===== config.mk =====
export PLATFORM = sky130hd
export DESIGN_NAME = standby_mode_controller
export DESIGN_NICKNAME = d
export VERILOG_FILES = /design/src/hdl/standby_pkg.sv /design/src/hdl/standby_mode_controller.sv
export SDC_FILE = /design/constraint.sdc
export NUM_CORES = 1
export LEC_CHECK = 0
export BUFFER_PORTS_ARGS = -buffer_cell sky130_fd_sc_hd__buf_4
export CAP_MARGIN = 20
export CELL_PAD_IN_SITES_DETAIL_PLACEMENT = 0
export CELL_PAD_IN_SITES_GLOBAL_PLACEMENT = 1
export CORE_MARGIN = 3
export CORE_UTILIZATION = 35
export CTS_BUF_LIST = sky130_fd_sc_hd__clkbuf_8
export DETAILED_ROUTE_END_ITERATION = 16
export PLACE_DENSITY_LB_ADDON = 0.1
export SLEW_MARGIN = 20
export SYNTH_ARGS = -nofsm -noshare
export SYNTH_HDL_FRONTEND = slang
export SYNTH_SLANG_ARGS = --single-unit

===== constraint.sdc =====
create_clock -name pclk -period 2.2 [get_ports pclk]
set_input_delay 0.44 -clock pclk [delete_from_list [all_inputs] [get_ports pclk]]
set_output_delay 0.44 -clock pclk [all_outputs]
set_load 0.01 [all_outputs]

===== src/hdl/standby_pkg.sv =====
// Constants and types for the standby mode controller
package standby_pkg;
  // Register indices; byte address is four times the index
  localparam logic [7:0] IDX_STANDBY_CTRL = 8'h38;
  localparam logic [7:0] IDX_CLOCK_MODE = 8'h39;
  localparam logic [7:0] IDX_KEY_WAKEUP = 8'h3A;
  localparam logic [7:0] IDX_STATUS = 8'h3B;
  localparam int ADDR_LSB = 2;
  // Standby control field positions
  localparam int BIT_START = 7;
  localparam int BIT_RELEASE_METHOD_SELECT = 6;
  localparam int BIT_RETURN_MODE_SELECT = 5;
  localparam int BIT_HOLD = 4;
  localparam int BIT_WUT_HI = 3;
  localparam int BIT_WUT_LO = 2;
  // Clock mode control field positions
  localparam int BIT_XEN = 7;
  localparam int BIT_XTEN = 6;
  localparam int BIT_SYSCK = 5;
  localparam int BIT_HALT = 4;
  // Key wake-up width and warm-up counter width
  localparam int KEY_W = 4;
  localparam int CNT_W = 18;
  // Reset values
  localparam logic [7:0] RST_STANDBY_CTRL = 8'h00;
  localparam logic [7:0] RST_CLOCK_MODE = 8'h80;
  localparam logic [3:0] RST_KEY_WAKEUP = 4'h0;
  // Warm-up codes
  localparam logic [1:0] WUT_LONG = 2'b00;
  localparam logic [1:0] WUT_MID = 2'b01;
  localparam logic [1:0] WUT_SHORT = 2'b10;
  localparam logic [1:0] WUT_MIN = 2'b11;
  // Short slow warm-up counts in low-frequency clocks
  localparam logic [17:0] WU_SLOW_SHORT = 18'h0_00C0;
  localparam logic [17:0] WU_SLOW_MIN = 18'h0_0040;
  // Mode states
  typedef enum logic [2:0] {
    ST_RUN = 3'b000,
    ST_STANDBY = 3'b001,
    ST_WARMUP = 3'b010,
    ST_HALT = 3'b011
  } state_t;
endpackage : standby_pkg


===== src/hdl/standby_mode_controller.sv =====
// Standby and CPU-halt mode controller with APB register access
`timescale 1ns/100ps
module standby_mode_controller #(
  parameter int WU_FAST_LONG = 196608,
  parameter int WU_FAST_MID = 65536,
  parameter int WU_FAST_SHORT = 49152,
  parameter int WU_FAST_MIN = 16384,
  parameter int WU_SLOW_LONG = 24576,
  parameter int WU_SLOW_MID = 8192
) (
  // Clock and reset pin
  input wire logic pclk,
  input wire logic presetn,
  // APB slave
  input wire logic psel,
  input wire logic penable,
  input wire logic pwrite,
  input wire logic [31:0] paddr,
  input wire logic [31:0] pwdata,
  output logic pready,
  output logic [31:0] prdata,
  output logic pslverr,
  // Release pins and oscillator ticks
  input wire logic stop_pin_port_bit,
  input wire logic [3:0] key_wakeup_inputs,
  input wire logic hf_osc_tick,
  input wire logic lf_osc_tick,
  // Interrupt status from the core
  input wire logic interrupt_master_enable,
  input wire logic [7:0] interrupt_latch,
  input wire logic [7:0] interrupt_enable_flag,
  input wire logic watchdog_irq,
  // Mode outputs
  output logic cpu_stop,
  output logic watchdog_stop,
  output logic periph_stop,
  output logic hf_osc_enable,
  output logic lf_osc_enable,
  output logic slow_clock_select,
  output logic prescaler_clear,
  output logic port_output_enable,
  output logic stop_pin_oe_allow,
  output logic resume_next,
  output logic service_request
);

  // Register copy of every piece of state
  typedef struct packed {
    // Mode and standby control
    standby_pkg::state_t state;
    logic start;
    logic release_method_select;
    logic release_method_select_eff;
    logic return_mode_select;
    logic hold;
    logic [1:0] warmup_time_select;
    // Key wake-up enables
    logic [3:0] key_en;
    // Clock mode control
    logic xen;
    logic xten;
    logic sysck;
    logic halt;
    // Warm-up bookkeeping
    logic dual;
    logic [17:0] count;
    // Stop pin history
    logic stop_q;
    // Bus response
    logic pready;
    logic [31:0] prdata;
    logic pslverr;
    // Registered mode outputs
    logic cpu_stop;
    logic periph_stop;
    logic presc_clear;
    logic port_oe;
    logic stop_oe;
    logic resume;
    logic service;
  } regs_t;

  // Warm-up count type
  typedef logic [17:0] cnt_t;

  regs_t r;
  regs_t next_r;

  // Bus decode
  logic [7:0] idx;
  logic setup;
  logic wr;
  logic [7:0] wdat;
  // Release conditions
  logic rise;
  logic level_cond;
  logic irq_any;
  // Warm-up length for the current settings
  cnt_t wu_load;

  // Bus decode
  assign idx = paddr[standby_pkg::ADDR_LSB +: 8];
  assign setup = psel & ~penable;
  assign wr = psel & penable & r.pready & pwrite;
  assign wdat = pwdata[7:0];

  // Release conditions seen on the raw pins
  assign rise = stop_pin_port_bit & ~r.stop_q;
  assign level_cond = stop_pin_port_bit | (|(r.key_en & ~key_wakeup_inputs));
  // Any enabled pending interrupt
  assign irq_any = |(interrupt_latch & interrupt_enable_flag);

  // Warm-up length per select code and return mode
  always_comb begin
    wu_load = '0;
    if (r.return_mode_select) begin
      // Slow return counts low-frequency ticks
      unique case (r.warmup_time_select)
        standby_pkg::WUT_LONG: begin
          wu_load = cnt_t'(WU_SLOW_LONG);
        end
        standby_pkg::WUT_MID: begin
          wu_load = cnt_t'(WU_SLOW_MID);
        end
        standby_pkg::WUT_SHORT: begin
          wu_load = standby_pkg::WU_SLOW_SHORT;
        end
        standby_pkg::WUT_MIN: begin
          wu_load = standby_pkg::WU_SLOW_MIN;
        end
      endcase
    end else begin
      // Fast return counts high-frequency ticks
      unique case (r.warmup_time_select)
        standby_pkg::WUT_LONG: begin
          wu_load = cnt_t'(WU_FAST_LONG);
        end
        standby_pkg::WUT_MID: begin
          wu_load = cnt_t'(WU_FAST_MID);
        end
        standby_pkg::WUT_SHORT: begin
          wu_load = cnt_t'(WU_FAST_SHORT);
        end
        standby_pkg::WUT_MIN: begin
          wu_load = cnt_t'(WU_FAST_MIN);
        end
      endcase
    end
  end

  // Next-state logic for all state
  always_comb begin
    next_r = r;
    // Stop pin history runs on the always-on clock
    next_r.stop_q = stop_pin_port_bit;
    // Single-cycle pulses default low
    next_r.resume = 1'b0;
    next_r.service = 1'b0;
    next_r.presc_clear = 1'b0;
    // No wait state: ready in the first access cycle
    next_r.pslverr = 1'b0;
    next_r.pready = setup;
    next_r.prdata = '0;

    // Read data captured in the setup cycle
    if (setup) begin
      unique case (idx)
        standby_pkg::IDX_STANDBY_CTRL: begin
          next_r.prdata[7:0] = {r.start, r.release_method_select, r.return_mode_select, r.hold, r.warmup_time_select, 2'b00};
        end
        standby_pkg::IDX_CLOCK_MODE: begin
          next_r.prdata[7:0] = {r.xen, r.xten, r.sysck, r.halt, 4'h0};
        end
        standby_pkg::IDX_KEY_WAKEUP: begin
          next_r.prdata[3:0] = r.key_en;
        end
        standby_pkg::IDX_STATUS: begin
          next_r.prdata[3:0] = {r.release_method_select_eff, r.state};
        end
        default: begin
          next_r.pslverr = 1'b1;
        end
      endcase
    end

    // Effective release method follows the stop pin edge
    if (!r.release_method_select) begin
      next_r.release_method_select_eff = 1'b0;
    end else if (!r.release_method_select_eff && rise) begin
      next_r.release_method_select_eff = 1'b1;
    end

    // Mode sequencer
    unique case (r.state)
      standby_pkg::ST_RUN: begin
        if (wr && idx == standby_pkg::IDX_STANDBY_CTRL) begin
          // Standby control fields
          next_r.release_method_select = wdat[standby_pkg::BIT_RELEASE_METHOD_SELECT];
          next_r.return_mode_select = wdat[standby_pkg::BIT_RETURN_MODE_SELECT];
          next_r.hold = wdat[standby_pkg::BIT_HOLD];
          next_r.warmup_time_select = wdat[standby_pkg::BIT_WUT_HI:standby_pkg::BIT_WUT_LO];
          if (wdat[standby_pkg::BIT_START]) begin
            next_r.start = 1'b1;
            next_r.dual = r.xen & r.xten;
            next_r.presc_clear = 1'b1;
            if (r.release_method_select_eff && wdat[standby_pkg::BIT_RELEASE_METHOD_SELECT] && level_cond) begin
              next_r.state = standby_pkg::ST_WARMUP;
            end else begin
              next_r.state = standby_pkg::ST_STANDBY;
            end
          end
        end else if (wr && idx == standby_pkg::IDX_CLOCK_MODE) begin
          // Clock mode fields
          next_r.xen = wdat[standby_pkg::BIT_XEN];
          next_r.xten = wdat[standby_pkg::BIT_XTEN];
          next_r.sysck = wdat[standby_pkg::BIT_SYSCK];
          if (wdat[standby_pkg::BIT_HALT]) begin
            if (watchdog_irq) begin
              next_r.service = 1'b1;
            end else begin
              next_r.halt = 1'b1;
              next_r.state = standby_pkg::ST_HALT;
            end
          end
        end else if (wr && idx == standby_pkg::IDX_KEY_WAKEUP) begin
          next_r.key_en = wdat[standby_pkg::KEY_W-1:0];
        end
      end
      standby_pkg::ST_STANDBY: begin
        // Oscillators off; stored state untouched
        next_r.xen = 1'b0;
        next_r.xten = 1'b0;
        // Level or edge release per effective method
        if (r.release_method_select_eff ? level_cond : rise) begin
          next_r.state = standby_pkg::ST_WARMUP;
        end
      end
      standby_pkg::ST_WARMUP: begin
        // Restart oscillators for the return mode
        next_r.xen = ~r.return_mode_select;
        next_r.xten = r.return_mode_select | r.dual;
        next_r.sysck = r.return_mode_select;
        // Count selected oscillator ticks down to the last one
        if (r.return_mode_select ? lf_osc_tick : hf_osc_tick) begin
          if (r.count == cnt_t'(1)) begin
            next_r.state = standby_pkg::ST_RUN;
            next_r.start = 1'b0;
            next_r.resume = 1'b1;
          end else begin
            next_r.count = r.count - cnt_t'(1);
          end
        end
      end
      standby_pkg::ST_HALT: begin
        // Any enabled interrupt ends the halt
        if (irq_any) begin
          next_r.halt = 1'b0;
          next_r.state = standby_pkg::ST_RUN;
          next_r.resume = 1'b1;
          // Service wanted only with master enable set
          next_r.service = interrupt_master_enable;
        end
      end
      default: begin
        next_r.state = standby_pkg::ST_RUN;
      end
    endcase

    // Load the warm-up length on entry only
    if (next_r.state == standby_pkg::ST_WARMUP && r.state != standby_pkg::ST_WARMUP) begin
      next_r.count = wu_load;
    end
    // Output levels follow the next mode
    next_r.cpu_stop = next_r.state != standby_pkg::ST_RUN;
    next_r.periph_stop = next_r.state == standby_pkg::ST_STANDBY || next_r.state == standby_pkg::ST_WARMUP;
    // Port drive during standby
    next_r.port_oe = !(next_r.state == standby_pkg::ST_STANDBY && !next_r.hold);
    next_r.stop_oe = next_r.state != standby_pkg::ST_STANDBY;
  end

  // State register; reset pin returns single-clock fast run
  always_ff @(posedge pclk or negedge presetn) begin
    if (!presetn) begin
      r <= '0;
      // Oscillator and port drive defaults
      r.xen <= standby_pkg::RST_CLOCK_MODE[standby_pkg::BIT_XEN];
      r.port_oe <= 1'b1;
      r.stop_oe <= 1'b1;
    end else begin
      r <= next_r;
    end
  end

  // Bus outputs straight from the state register
  assign pready = r.pready;
  assign prdata = r.prdata;
  assign pslverr = r.pslverr;

  // Mode outputs
  assign cpu_stop = r.cpu_stop;
  assign watchdog_stop = r.cpu_stop;
  assign periph_stop = r.periph_stop;

  // Oscillator and clock controls
  assign hf_osc_enable = r.xen;
  assign lf_osc_enable = r.xten;
  assign slow_clock_select = r.sysck;

  // Port drive and pulses
  assign prescaler_clear = r.presc_clear;
  assign port_output_enable = r.port_oe;
  assign stop_pin_oe_allow = r.stop_oe;
  assign resume_next = r.resume;
  assign service_request = r.service;

endmodule : standby_mode_controller


Yosys cells after proc, flatten, opt, wreduce, memory -nomap -nowiden
Cells that the tools add are included.
{ "word_totals": {"regBits": 55, "input_bits": 94, "out_inout_bits": 45, "word_cells": 151} }
{ "op_classes": {"addsub": 1, "eq_ne": 26, "mux": 52, "bitwise": 16, "n_reduce_logical": 31} }
{ "op_table": {"columns": ["operator", "n"], "rows": [
  ["$pmux W18 S4", 2],
  ["$mux W18", 5],
  ["$eq A8 B6 Y1 const B", 4],
  ["$mux W4", 6],
  ["$mux W3", 7],
  ["$eq A18 B1 Y1 const B", 1],
  ["$ne A2 B2 Y1 const B", 9],
  ["$sub A18 B1 Y18 const B", 1],
  ["$mux W1", 17],
  ["$pmux W3 S4", 1],
  ["$pmux W4 S3", 1],
  ["$reduce_and A3 Y1", 4],
  ["$pmux W1 S2", 5],
  ["$eq A3 B2 Y1 const B", 3],
  ["$mux W9", 1],
  ["$and A8 B8 Y8", 1],
  ["$logic_and A1 B1 Y1", 8],
  ["$mux W8", 1],
  ["$pmux W4 S2", 1],
  ["$reduce_bool A2 Y1", 4],
  ["$reduce_or A4 Y1", 2],
  ["$reduce_or A8 Y1", 1],
  ["$mux W7", 1],
  ["$and A1 B1 Y1", 6],
  ["21 further kinds", 34]
]} }

Longest topological paths before layout
{ "depth": {"depth_word": 13, "mapped_depth": 10, "mapped_depth_nobuf": 7} }

Worst setup path after synthesis
OpenSTA, ideal clock, no wires.
{ "synth_timing": {"path_type": "input to register", "from": "input paddr[8]", "to": "register r, in the netlist lf_osc_enable", "setup_time_ns": 0.125, "arrival_ns": 1.759, "required_ns": 2.075, "path_slack_ns": 0.316, "path_stages": 6, "n_path_buf": 0, "path_cell_list": "nand4bb_1 > nor4_2 > a21oi_1 > nor2b_1 > a211oi_2 > mux2_2"} }
{ "synth_between": {"elab_chain_cells": 4, "elab_cells_between_ends": 7, "classes_between": "4 x eq/ne; 3 x reduce/logical"} }
{ "synth_lines": {"columns": ["item", "line_no", "source"], "rows": [
  ["start: declaration", "standby_mode_controller.sv:18", "input wire logic [31:0] paddr,"],
  ["$eq A8 B6 Y1, on equally long branches", "standby_mode_controller.sv:212, standby_mode_controller.sv:196", null],
  ["$logic_and A1 B1 Y1, on equally long branches", "standby_mode_controller.sv:212, standby_mode_controller.sv:196", null],
  ["$ne A2 B2 Y1 (no line)", null, null],
  ["$reduce_and A3 Y1 (no line) (*)", null, null],
  ["end signal: assignment", "standby_mode_controller.sv:290", "r <= next_r;"],
  ["end: declaration", "standby_mode_controller.sv:86", "regs_t r;"]
]} }
Every way passes the cells marked *; elsewhere a longest branch is shown, timed or not.
A chain may end at the register's enable or synchronous reset.

Worst setup path after layout
{ "layout_timing": {"from": "register r[77] (netlist bit)", "to": "register r[59] (netlist bit)"} }
{ "layout_between": {"elab_chain_cells": 9, "elab_cells_between_ends": 22, "classes_between": "6 x eq/ne; 11 x mux; 5 x reduce/logical"} }
{ "layout_lines": {"columns": ["item", "line_no", "source"], "rows": [
  ["$mux W3", "standby_mode_controller.sv:218", "if (watchdog_irq) begin"],
  ["$mux W3", "standby_mode_controller.sv:217", "if (wdat[standby_pkg::BIT_HALT]) begin"],
  ["$mux W3", "standby_mode_controller.sv:212", "end else if (wr && idx == standby_pkg::IDX_CLOCK_MODE) begin"],
  ["$mux W3", "standby_mode_controller.sv:196", "if (wr && idx == standby_pkg::IDX_STANDBY_CTRL) begin"],
  ["$pmux W3 S4", "standby_mode_controller.sv:194", "unique case (r.state)"],
  ["$eq A3 B2 Y1", "standby_mode_controller.sv:270", "if (next_r.state == standby_pkg::ST_WARMUP && r.state != standby_pkg::ST_WARMUP) begin"],
  ["$logic_and A1 B1 Y1", "standby_mode_controller.sv:270", null],
  ["$ne A2 B1 Y1 (no line) or $reduce_bool A2 Y1 (tied branches)", null, null],
  ["$reduce_and A3 Y1 (no line)", null, null]
]} }
Parallel ways exist; a longest one is shown, timed or not. The select of a mux whose other input is x is not followed.

==> impl_metrics.env <==
export IMPL_outcome="finished, final reports clean"
export IMPL_cts_made_buffers=5
export IMPL_placed_area_um2=3601
export IMPL_synthesis_area_um2=3124
export IMPL_fin_nets=480
export IMPL_rsz0062_at_grt="false"
export IMPL_yosysWarnings=0
export IMPL_antenna_cells=0
export IMPL_syn_inst=317
export IMPL_post_cts_buffers=0
export IMPL_n_fill_cell=852
export IMPL_die_area_um2=10100
export IMPL_place_gp_congestion=0.7360
export IMPL_fmax_mhz=512.3
export IMPL_worstSetupEndpointType="flop"
export IMPL_hp_class="input port to asynchronous set/reset pin"
export IMPL_grt_max_degree=56
export IMPL_boundaryPins=139
export IMPL_viasPerCell=4.735
export IMPL_start_kind="flop"
export IMPL_hold_violations=0
export IMPL_drc=0
export IMPL_die_y_um=100.5
export IMPL_clock_skew_ns=0.009132
export IMPL_cp_top_family="simple AND/OR/NAND/NOR gates"
export IMPL_crit_path_max_incr_delay_ns=0.53
export IMPL_vias=2320
export IMPL_clk_root_buffer_cell="clkbuf_8"
export IMPL_synth_edff_count=0
export IMPL_synth_area_top_cells="dfrtp_1, buf_4, nor2_1, nand2_1, mux2i_1"
export IMPL_ant_nets=0
export IMPL_synth_top_area_share_pct=41.65
export IMPL_io_buffer_count=66
export IMPL_cts_repair_resized=0
export IMPL_grt_usage_pct=14.38
export IMPL_slew_viol_final=0
export IMPL_routed_wl_mm=7.000
export IMPL_path_buf_inv=1
export IMPL_min_period_over_period_pct=88.73
export IMPL_crit_arrival_ns=2.16
export IMPL_cp_max_fo=9
export IMPL_cts_htree_levels=2
export IMPL_grt_pass1_wl_mm=11.52
export IMPL_die_w_um=100.5
export IMPL_path_class="flop to flop"
export IMPL_synth_area_per_cell_um2=9.856
export IMPL_synth_ff_type="dfrtp_1"
export IMPL_cts_tree="yes"
export IMPL_worstPathCellList="nor3b_2 -> nand2_1 -> a31oi_1 -> buf_4 -> nand4_1 -> xnor2_1 -> o21ai_2"
export IMPL_ctsHoldBuffers=0
export IMPL_worstMarginPinSlew_ns=0.6920
export IMPL_drt_iter0_markers=67
export IMPL_avgRoutedWirePerCell_um=14.29
export IMPL_grt_pass1_vias=2385
export IMPL_row_count=33
export IMPL_worstSkewPairLatency_ns=0.31
export IMPL_period_minus_slack_ns=1.952
export IMPL_fin_setup_tns_ns=0
export IMPL_ys_async_sr_fraction_pct=100.0
export IMPL_drive_gt1_share_pct=29.87
export IMPL_power_leakage_nw=1.804
export IMPL_yosysTopAreaCell="dfrtp_1"
export IMPL_dp_hpwl_mm=5.369
export IMPL_cts_sinks=55
export IMPL_antenna_found_initial=0
export IMPL_area_growth_pct=18.46
export IMPL_p_per_area_nw_per_um2=546.7
export IMPL_ys_ff_latch=55
export IMPL_cap_violations=0
export IMPL_r2r_setup_slack_ns=0.25
export IMPL_synth_cell_types=60
export IMPL_ir_drop_v=0.0002102
export IMPL_initial_core_util_pct=37.09
export IMPL_setup_violations=0
export IMPL_core_area_um2=8423
export IMPL_first_pass_iters=4
export IMPL_clockBufferDepth=2
export IMPL_slowest_stage="dfrtp_1"
export IMPL_crit_required_ns=2.41
export IMPL_relSlewSlack_pct=53.86
export IMPL_grt_overflow=0
export IMPL_fin_area_um2=3701
export IMPL_ys_seq_area_share_pct=44.17
export IMPL_cts_reportedPaths_clkPinSlew_ns=0.10
==> path summary, 6_finish.rpt <==
path                                   start              end  depth (start not counted)
min                                  presetn            r[59]                          1
max                                    r[77]            r[59]                          7
max reg2reg                            r[77]            r[59]                          7
max in group asynchronous            presetn  prescaler_clear                          1
min in group pclk          stop_pin_port_bit            r[41]                          1
min reg2reg                            r[61]            r[61]                          1
==> power breakdown <==
part	total, mW	switching (mW)	internal, mW
logic	0.305	0.154	0.152
clock network	0.615	0.331	0.284
registers	1.10	0.0466	1.06
total	2.02	0.531	1.49
==> Yosys cell counts, types with 2 or more instances <==
cell type	n
xor2_1	11
mux2i_1	10
nor3_1	13
ha_1	2
dfrtp_1	52
nand4b_1	2
o21ai_1	4
o22ai_1	5
nand2b_1	3
a22oi_1	4
buf_2	5
nand2_1	27
nand4_1	6
dfstp_2	3
nand3_1	8
inv_1	15
or3_4	4
nor2b_1	5
xnor2_1	3
nor3b_1	2
o21ai_0	11
or3_1	2
and3_1	3
nand3b_1	4
a21oi_1	6
nor4_1	2
buf_8	2
buf_4	36
mux2_2	7
nor2_1	30
==> state kept, by name, indices dropped and copies added (netlist names) <==
signal and count:
cpu_stop 1, hf_osc_enable 1, lf_osc_enable 1, periph_stop 1, port_output_enable 1, prdata 8, pready 1, prescaler_clear 1
pslverr 1, r 35, resume_next 1, service_request 1, slow_clock_select 1, stop_pin_oe_allow 1
==> routing by layer <==
layer	GRT usage (%)	wire (µm)
met1	17.81	3023
met2	25.28	3588
met3	3.183	307
met4	3.731	81
met5	0	0
==> cell usage in the layout, fill, tap and decap left out, types with 5 or more instances in the layout <==
cell type  instances
mux2_2             7
conb_1            25
inv_1             16
nand3_1            8
a21oi_1            6
o22ai_1            5
o21ai_0           11
nor3_1            13
nor2b_1            5
nor2_1            30
xor2_1            11
buf_4             82
nand2_1           27
dfrtp_1           52
nand4_1            6
mux2i_1           10
clkbuf_8           7
==> layout make-up <==
cell class	count	area, µm²	area share (%)
Multi-Input combinational cell	225	1418	38.30
Sequential cell	55	1380	37.29
Timing Repair Buffer	82	615.6	16.63
Tap cell	105	131.4	3.550
Clock buffer	7	96.34	2.603
Inverter	15	56.30	1.521
Clock inverter	1	3.754	0.1014
==> metrics by stage <==
| step | util [%] | hold WS, ns | instances | setup WS (ns) | power, mW |
|---|---|---|---|---|---|
| detailed placement | 42.75 | 0.4788 | 482 | 0.1061 | 1.434 |
| finish | 43.94 | 0.1686 | 490 | 0.2479 | 2.023 |
| global placement | 42.75 | 0.4626 | 482 | 0.1121 | 1.430 |
| floorplan | - | 0.1444 | 341 | 0.3164 | 1.316 |
| CTS | 43.94 | 0.2014 | 490 | 0.2143 | 2.061 |
| global route | 43.94 | 0.2259 | 490 | 0.02154 | 2.122 |
==> kinds of logic after synthesis <==
kind of cell | after synthesis | share of synthesized area [%]
adder cells (fa/ha/maj) | 2 | 0.8008
other | 1 | 0.1200
buffers and inverters | 61 | 13.34
XOR/XNOR | 14 | 3.925
AO/OA/AOI/OAI | 42 | 8.891
multiplexers | 18 | 6.208
flip-flops | 55 | 44.17
AND/OR/NAND/NOR | 124 | 22.55
Power figures use the tool's default switching activity.
